[config.mk]
export PLATFORM = sky130hd
export DESIGN_NAME = bnd_decode
export DESIGN_NICKNAME = d
export VERILOG_FILES = /design/src/bnd_pkg.sv /design/src/bnd_addr_resolve.sv /design/src/bnd_decode.sv
export VERILOG_INCLUDE_DIRS = /design/src
export SDC_FILE = /design/constraint.sdc
export NUM_CORES = 1
export LEC_CHECK = 0
export BUFFER_PORTS_ARGS = -buffer_cell sky130_fd_sc_hd__buf_4
export CAP_MARGIN = 5
export CORE_AREA = 2 2 83 125
export CTS_BUF_LIST = sky130_fd_sc_hd__clkbuf_2 sky130_fd_sc_hd__clkbuf_4 sky130_fd_sc_hd__clkbuf_8
export CTS_CLUSTER_SIZE = 14
export DETAILED_ROUTE_END_ITERATION = 16
export DIE_AREA = 0 0 85 127
export MAX_ROUTING_LAYER = met4
export PLACE_DENSITY = 0.77
export SYNTH_ARGS = -nofsm -noshare
export SYNTH_HDL_FRONTEND = slang
export SYNTH_SLANG_ARGS = --single-unit
[constraint.sdc]
create_clock -name clk_i -period 2.23 [get_ports clk_i]
set_clock_uncertainty 0.15 [all_clocks]
set_input_delay 0.223 -clock clk_i [delete_from_list [all_inputs] [get_ports clk_i]]
set_output_delay 0.223 -clock clk_i [all_outputs]
set_load 0.01 [all_outputs]
[src/bnd_params.svh]
/*
 * Named constants for the bit-clear / negative-branch decode block:
 * widths, opcode fields, field positions and access bank layout.
 * Assumes it is included by bare name from every file that needs it.
 */
`ifndef BND_PARAMS_SVH
`define BND_PARAMS_SVH

`define BND_INSTR_W 16
`define BND_DATA_W 8
`define BND_ADDR_W 12
`define BND_BANK_W 4
`define BND_PC_W 21
`define BND_BIT_W 3

// bit-clear word: 1001 bbba ffff ffff
`define BND_CLR_OPC_HI 15
`define BND_CLR_OPC_LO 12
`define BND_CLR_OPC 4'h9
`define BND_BIT_HI 11
`define BND_BIT_LO 9
`define BND_ACC_BIT 8
`define BND_REG_HI 7
`define BND_REG_LO 0

// negative branch word: 1110 0110 nnnn nnnn
`define BND_BR_OPC_HI 15
`define BND_BR_OPC_LO 8
`define BND_BR_OPC 8'hE6
`define BND_OFS_HI 7
`define BND_OFS_LO 0

// access bank and indexed literal offset window
`define BND_IDX_LIMIT 8'h5F
`define BND_ACC_SPLIT_BIT 7
`define BND_ACC_LOW_BANK 4'h0
`define BND_ACC_HIGH_BANK 4'hF
`define BND_BANK_PAD 4'h0

`endif

[src/bnd_pkg.sv]
/*
 * Types for the bit-clear / negative-branch decode block: quarter-cycle
 * phases, decoded operation and the packed state of the main module.
 * Assumes bnd_params.svh is available on the include path.
 */
`include "bnd_params.svh"

package bnd_pkg;

    typedef enum logic [1:0] {
        q_decode,
        q_read,
        q_process,
        q_write
    } bnd_quarter_t;

    typedef enum logic [1:0] {
        op_none,
        op_clear,
        op_branch
    } bnd_op_t;

    typedef struct packed {
        bnd_quarter_t quarter;
        bnd_op_t op;
        logic flush_pend;
        logic nop_cycle;
        logic [`BND_BIT_W-1:0] bit_sel;
        logic [`BND_DATA_W-1:0] offset;
        logic [`BND_PC_W-1:0] pc;
        logic [`BND_ADDR_W-1:0] addr;
        logic indexed;
        logic rd;
        logic wr;
        logic [`BND_DATA_W-1:0] wdata;
        logic pc_load;
        logic [`BND_PC_W-1:0] target;
    } bnd_state_t;

endpackage : bnd_pkg

[src/bnd_addr_resolve.sv]
/*
 * Target address resolution for the bit-clear instruction: access bank,
 * banked space through the bank selector, or indexed literal offset.
 * Assumes purely combinational use by bnd_decode on the same clock.
 */
`include "bnd_params.svh"

module bnd_addr_resolve (
    input wire logic [`BND_DATA_W-1:0] reg_field_i,
    input wire logic use_bank_i,
    input wire logic [`BND_BANK_W-1:0] bank_selector_reg_i,
    input wire logic ext_set_en_i,
    input wire logic [`BND_ADDR_W-1:0] index_base_i,
    output logic [`BND_ADDR_W-1:0] addr_o,
    output logic indexed_o
);

    logic idx_window;

    // indexed mode only below or at the offset limit
    assign idx_window = ext_set_en_i && !use_bank_i && (reg_field_i <= `BND_IDX_LIMIT);

    always_comb begin
        indexed_o = idx_window;
        if (use_bank_i) begin
            addr_o = {bank_selector_reg_i, reg_field_i};
        end else if (idx_window) begin
            addr_o = index_base_i + {`BND_BANK_PAD, reg_field_i};
        end else if (reg_field_i[`BND_ACC_SPLIT_BIT]) begin
            addr_o = {`BND_ACC_HIGH_BANK, reg_field_i};
        end else begin
            addr_o = {`BND_ACC_LOW_BANK, reg_field_i};
        end
    end

endmodule : bnd_addr_resolve

[src/bnd_decode.sv]
/*
 * Decode and execute of the bit-clear and branch-on-negative instructions.
 * One clk_i edge is one quarter cycle; four quarters make an instruction
 * cycle. Assumes the fetch path offers a word at the decode quarter, the
 * data memory returns read data in the quarter after a read strobe, and
 * the negative flag and program counter come from logic on clk_i.
 */
`include "bnd_params.svh"

module bnd_decode (
    input wire logic clk_i,
    input wire logic rst_i,
    input wire logic instr_valid_i,
    input wire logic [`BND_INSTR_W-1:0] instr_i,
    input wire logic [`BND_PC_W-1:0] pc_i,
    input wire logic neg_flag_i,
    input wire logic [`BND_BANK_W-1:0] bank_selector_reg_i,
    input wire logic ext_set_en_i,
    input wire logic [`BND_ADDR_W-1:0] index_base_i,
    input wire logic [`BND_DATA_W-1:0] mem_rdata_i,
    output logic [1:0] quarter_o,
    output logic instr_accept_o,
    output logic nop_cycle_o,
    output logic mem_rd_o,
    output logic mem_wr_o,
    output logic [`BND_ADDR_W-1:0] mem_addr_o,
    output logic mem_indexed_o,
    output logic [`BND_DATA_W-1:0] mem_wdata_o,
    output logic pc_load_o,
    output logic [`BND_PC_W-1:0] pc_target_o
);

    bnd_pkg::bnd_state_t st_r;
    bnd_pkg::bnd_state_t st_nxt;

    logic is_clear;
    logic is_branch;
    logic [`BND_DATA_W-1:0] reg_field;
    logic [`BND_BIT_W-1:0] bit_field;
    logic use_bank;
    logic [`BND_ADDR_W-1:0] resolved_addr;
    logic resolved_indexed;
    logic [`BND_DATA_W-1:0] keep_mask;
    logic [`BND_PC_W-1:0] branch_disp;

    // instruction field split
    assign is_clear = (instr_i[`BND_CLR_OPC_HI:`BND_CLR_OPC_LO] == `BND_CLR_OPC);
    assign is_branch = (instr_i[`BND_BR_OPC_HI:`BND_BR_OPC_LO] == `BND_BR_OPC);
    assign reg_field = instr_i[`BND_REG_HI:`BND_REG_LO];
    assign bit_field = instr_i[`BND_BIT_HI:`BND_BIT_LO];
    assign use_bank = instr_i[`BND_ACC_BIT];

    bnd_addr_resolve u_addr (
        .reg_field_i(reg_field),
        .use_bank_i(use_bank),
        .bank_selector_reg_i(bank_selector_reg_i),
        .ext_set_en_i(ext_set_en_i),
        .index_base_i(index_base_i),
        .addr_o(resolved_addr),
        .indexed_o(resolved_indexed)
    );

    // one mask bit per data bit: zero only at the selected position
    for (genvar i = 0; i < `BND_DATA_W; i++) begin : g_mask
        assign keep_mask[i] = (st_r.bit_sel != 3'(i));
    end

    // sign-extended offset shifted left by one, i.e. twice n
    assign branch_disp = {{(`BND_PC_W-`BND_DATA_W-1){st_r.offset[`BND_DATA_W-1]}}, st_r.offset, 1'b0};

    always_comb begin
        st_nxt = st_r;
        st_nxt.rd = 1'b0;
        st_nxt.wr = 1'b0;
        st_nxt.pc_load = 1'b0;
        unique case (st_r.quarter)
            bnd_pkg::q_decode: begin
                st_nxt.quarter = bnd_pkg::q_read;
                st_nxt.op = bnd_pkg::op_none;
                st_nxt.flush_pend = 1'b0;
                // the cycle after a taken branch executes nothing
                st_nxt.nop_cycle = st_r.flush_pend;
                if (!st_r.flush_pend && instr_valid_i) begin
                    if (is_clear) begin
                        st_nxt.op = bnd_pkg::op_clear;
                        st_nxt.bit_sel = bit_field;
                        st_nxt.addr = resolved_addr;
                        st_nxt.indexed = resolved_indexed;
                        st_nxt.rd = 1'b1;
                    end else if (is_branch) begin
                        st_nxt.op = bnd_pkg::op_branch;
                        st_nxt.offset = instr_i[`BND_OFS_HI:`BND_OFS_LO];
                        st_nxt.pc = pc_i;
                    end
                end
            end
            bnd_pkg::q_read: begin
                st_nxt.quarter = bnd_pkg::q_process;
            end
            bnd_pkg::q_process: begin
                st_nxt.quarter = bnd_pkg::q_write;
                if (st_r.op == bnd_pkg::op_clear) begin
                    // read-modify-write; no flag is touched
                    st_nxt.wdata = mem_rdata_i & keep_mask;
                    st_nxt.wr = 1'b1;
                end else if (st_r.op == bnd_pkg::op_branch && neg_flag_i) begin
                    st_nxt.target = st_r.pc + branch_disp;
                    st_nxt.pc_load = 1'b1;
                    st_nxt.flush_pend = 1'b1;
                end
            end
            bnd_pkg::q_write: begin
                st_nxt.quarter = bnd_pkg::q_decode;
                st_nxt.nop_cycle = 1'b0;
            end
        endcase
    end

    always_ff @(posedge clk_i) begin
        if (rst_i) begin
            st_r <= '0;
        end else begin
            st_r <= st_nxt;
        end
    end

    assign quarter_o = st_r.quarter;
    assign instr_accept_o = (st_r.quarter == bnd_pkg::q_decode) && !st_r.flush_pend;
    assign nop_cycle_o = st_r.nop_cycle;
    assign mem_rd_o = st_r.rd;
    assign mem_wr_o = st_r.wr;
    assign mem_addr_o = st_r.addr;
    assign mem_indexed_o = st_r.indexed;
    assign mem_wdata_o = st_r.wdata;
    assign pc_load_o = st_r.pc_load;
    assign pc_target_o = st_r.target;

endmodule : bnd_decode

== Word-level counts from Yosys, hierarchy flattened ==
Index checks and enable logic that the tools add are counted.
W data, S select, Z words.

* Word-level logic and storage cells: 72
* Flip-flop bits (word level): 83
* Memory bits (writable): 0
* Memories kept: 0
* Bits of input ports: 66
* Output and inout port bits: 49
* ROM bits: 0
* Bits in latches: 0

* $lt $le $gt $ge: 1
* $mul: 0
* Reduce and logical (&&, ||, !) cells: 19
* Shift operators: 0
* Muxes and demuxes: 14
* Bitwise gates (word level): 6
* Divide/modulo/power cells: 0
* Add/subtract/negate cells: 2
* Equality and inequality tests: 16

{| class="wikitable"
|+ Operators with widths
! operator !! number
|-
| $mux W12 || 3
|-
| $mux W22 || 1
|-
| $add A21 B21 Y21 || 1
|-
| $add A12 B8 Y12 || 1
|-
| $ne A3 B3 Y1 const B || 4
|-
| $mux W9 || 1
|-
| $reduce_and A3 Y1 || 3
|-
| $and A8 B8 Y8 || 1
|-
| $eq A8 B8 Y1 const B || 1
|-
| $le A8 B7 Y1 const B || 1
|-
| $pmux W2 S4 || 1
|-
| $eq A2 B2 Y1 const B || 3
|-
| $mux W2 || 3
|-
| $ne A3 B2 Y1 const B || 2
|-
| $reduce_or A3 Y1 || 2
|-
| $logic_and A1 B1 Y1 || 5
|-
| $not A1 Y1 || 5
|-
| $eq A2 B1 Y1 const B || 2
|-
| $eq A4 B4 Y1 const B || 1
|-
| $ne A2 B2 Y1 const B || 2
|-
| $pmux W1 S2 || 2
|-
| $reduce_and A4 Y1 || 1
|-
| $reduce_bool A2 Y1 || 2
|-
| $mux W1 || 3
|-
| 6 further kinds || 7
|}

== Depth between registers and ports, before layout ==
* Word-level depth: 5
* Depth in mapped cells: 9
* Depth with buffers taken out: 9

== By module ==
A second synthesis with hierarchy kept.

* Cells, all modules: 565
* Area, all modules: 4,870.9 sq um

{| class="wikitable"
|+ By module, submodules not included
! module !! seq. area each (sq um) !! area each (sq um) !! times used !! cells each
|-
| bnd_decode || 1,661.6 || 4,276.6 || 1 || 479
|-
| bnd_addr_resolve || 0.0 || 594.3 || 1 || 86
|}

== Least setup slack after synthesis ==
OpenSTA, ideal clock, no wires.

* Path kind: register to register
* Start: register st_r[46] (netlist name)
* End: register st_r, in the netlist pc_target_o[19]
* Required time: 1.963 ns
* Data arrival time: 2.144 ns
* Path buffers: 0
* Setup time: 0.117 ns
* Cell stages (with the launch flop): 9
* Slack: -0.182 ns
* Clock period less this slack: 2.412 ns
* Cells stage by stage: dfxtp_1 > ha_1 > fa_1 > a211oi_2 > o21ai_1 > o2111ai_2 > a21oi_1 > or3_1 > a32o_1

* Longest elaborated chain between the ends: 1

{| class="wikitable"
|+ Ends and longest elaborated chain
! item !! RTL line !! source
|-
| start: declaration || bnd_decode.sv:33 || <nowiki>bnd_pkg::bnd_state_t st_r;</nowiki>
|-
| start signal: assignment || bnd_decode.sv:123 || <nowiki>st_r <= st_nxt;</nowiki>
|-
| $add A21 B21 Y21 || bnd_decode.sv:107 || <nowiki>st_nxt.target = st_r.pc + branch_disp;</nowiki>
|}

No other way between the ends.
A chain may end at the register's enable or synchronous reset.

== Worst setup path after layout ==
* Start: register st_r[46] (netlist name)
* End: register st_r, in the netlist pc_target_o[17]

Same word-level chain as after synthesis.

==> impl_metrics.ini <==
[place]
hpwl_um = 8960
gp_congestion = 0.887
place_area_um2 = 5620
dp_worst_setup_slack_ns = -0.170
port_buffers = 114

[run_status]
violations = setup timing
outcome = complete, but fails checks

[timing]
finalCritPeriodShare_pct = 108
hold_viol_final = 0
rsz0062_at_grt = yes
period_needed_ns = 2.41
layout_setup_ws_ns = -0.175
hold_slack_ns = 0.0128
slew_headroom_pct = 60.7
max_freq_ghz = 0.416
setup_viol = 2
worst_pin_slew_ns = 0.585
report.final.slew_viol_count = 0

[synthesis]
async_flop_share_pct = 0
synth_top_area_cell = dfxtp_1
netlist_area_um2 = 4760
yosysMostFrequentCell = nand2_1
syn-num-nets = 699
yosys-top-cells-count = nand2_1 (125), dfxtp_1 (83), a21oi_1 (79)
seq_area_frac_synth_pct = 34.9
synthCells = 601
yosysWarnings = 0
synthDistinctLibCells = 61
synth_seq_cells = 83
synth_edf_count = 0
synth_top_area_share_pct = 34.9
synth_area_leaders = dfxtp_1 (35%), nand2_1 (9.9%), a21oi_1 (8.3%)
synthFlopType = dfxtp_1
synth.avg_cell_area_um2 = 7.91

[route]
wl_um = 12500
drt-initial-drc-count = 155
viasPerCell = 5.44
drtPass1Iterations = 4
vias = 4617
postRouteAntennaNets = 0
avgRoutedWirePerCell_um = 14.7
drc_errors = 0

[power]
leakage_uw = 0.00270
vdd_ir_drop_max_uv = 363
pwr_density_cell_nw_per_um2 = 498
total_power_uw = 3130

[setup_path]
cp_max_fo = 3
crit_type = reg -> reg
crit_path_end_kind = register
crit_required_ns = 2.33
cp.arrival_ns = 2.50
worstSetupStartpointType = register

[grt]
grt_max_degree = 79
grt_pass1_wl_um = 20000
grtUsageTotal_pct = 23.1
grt.busiest_layer = met2
grt-ovfl-total = 0
grt_use_met3_pct = 3.29
use_met2_pct = 40.7
antenna_found_initial = 0
met1_usage_pct = 24.6
grt_pass1_vias = 4520

[flow_run]
max-cap-violations = 0

[finish]
area_growth_pct = 32.1
stdcell_area_um2 = 6280
nets = 826
diodes = 0
drive_gt1_share_pct = 27.1

[clocking]
clock_sinks = 83
cts_made_buffers = 9
htreeDepth = 3
clock_latency_ns = 0.35
cts_root_buf = clkbuf_8
path_clk_slew_ns = 0.08
cts.path.max_buffers = 2
cts_tree = built

[floorplan]
coreArea_um2 = 9630
fp.dieH_um = 127
io_pins = 115
fp.dieW_um = 85
initial_core_util_pct = 49.4
placementRows = 44
die_area_um2 = 10800

[worst_hold_path]
hold_class = in -> reg
## cell usage in the layout, fill, tap and decap left out, types with 3 or more instances in the layout
cell | Yosys | routed
a31oi_1 | 7 | 7
dfxtp_1 | 83 | 80
a21oi_1 | 79 | 76
nand3_1 | 20 | 20
inv_1 | 14 | 13
nor2b_1 | 4 | 4
o21ai_1 | 1 | 3
a21oi_2 | 0 | 3
or2_2 | 3 | 3
or3_1 | 4 | 4
o211ai_1 | 9 | 9
nand2_1 | 125 | 125
ha_4 | 0 | 3
nor3_1 | 13 | 13
nor2_1 | 30 | 29
dlygate4sd3_1 | 0 | 35
xor2_1 | 7 | 7
ha_1 | 30 | 27
clkbuf_8 | 0 | 10
o21ai_0 | 16 | 12
o311ai_0 | 3 | 3
and3_1 | 5 | 5
a21o_1 | 7 | 7
buf_4 | 43 | 150
a211oi_1 | 7 | 6
a32o_1 | 3 | 3
xnor2_1 | 12 | 12
## path summary, 6_finish.rpt
check	cells past startpoint	startpoint	slack, ns	to
setup / recovery	8	st_r[46]$_SDFFE_PP0P_	-0.18	pc_target_o[17]$_SDFFE_PP0P_
setup reg to reg	8	st_r[46]$_SDFFE_PP0P_	-0.18	pc_target_o[17]$_SDFFE_PP0P_
hold / removal	3	pc_i[7]	0.01	st_r[52]$_SDFFE_PP0P_
hold reg to reg	2	st_r[45]$_SDFFE_PP0P_	0.31	pc_target_o[0]$_SDFFE_PP0P_
## power by group
part           internal, uW  leakage (uW)  total [uW]  switching, uW
clock network           572     0.0000994        1100            527
logic                   271       0.00193         515            244
registers              1500      0.000671        1510           14.7
## state kept, by name, summed over array words and instances, names as in the netlist
| signal | count |
|---|---|
| mem_rd_o | 1 |
| mem_wr_o | 1 |
| branch_disp | 8 |
| mem_addr_o | 12 |
| mem_indexed_o | 1 |
| nop_cycle_o | 1 |
| pc_target_o | 21 |
| st_r | 27 |
| mem_wdata_o | 8 |
| quarter_o | 2 |
| pc_load_o | 1 |
## final cells by class
class | count | area, um^2
clock buffer | 12 | 153
clock inverter | 4 | 50.0
fill | 808 | 3350
inverter | 14 | 52.6
multi-input combinational | 433 | 2700
sequential | 83 | 1670
tap | 115 | 144
timing repair buffer | 187 | 1520
## cell families (layout without fill, tap and decap cells)
family	count (synthesis)	after routing	share of synthesized area (%)
AOI/OAI and AO/OA	159	159	21.0
xor gates and xnor gates	19	19	3.50
adders and majority gates	32	32	8.73
buffers and inverters	86	217	10.4
DFF	83	83	34.9
muxes	1	1	0.210
and+or+nand+nor	221	222	21.2
## worst max-delay path, stage by stage (launching register included)
cell and delay [ns]:
dfxtp_2 0.34, ha_4 0.16, fa_2 0.35, a211oi_2 0.22, o21ai_2 0.12, o2111ai_4 0.27, a21oi_2 0.10, or3_1 0.35
a32o_1 0.24
## through the flow
stage               std cells  util (%)  setup TNS (ns)
floorplan                 601         -          -0.108
finish                    848      65.2          -0.351
detailed placement        793      58.4          -0.519
global placement          793      58.4          -0.340
CTS                       844      64.2          -0.347
global route              848      65.2          -0.733
## what timing repair did
item / 4_1_cts / 5_1_grt
setup buffers: 0 / 3
endpoints found under the hold margin: 35 / 0
hold buffers: 35 / 0
setup endpoints to repair: 6 / 41
pin swaps: 0 / 4
resized for setup: 3 / 17
gates cloned: 0 / 1
## metal layers
metal  vias up  share of wire [%]
met5         -                  0
met4         0                3.8
met3        38                3.7
met2       122                 53
met1      2130                 39
li1       2327                  -
(Power assumes the default switching activity.)
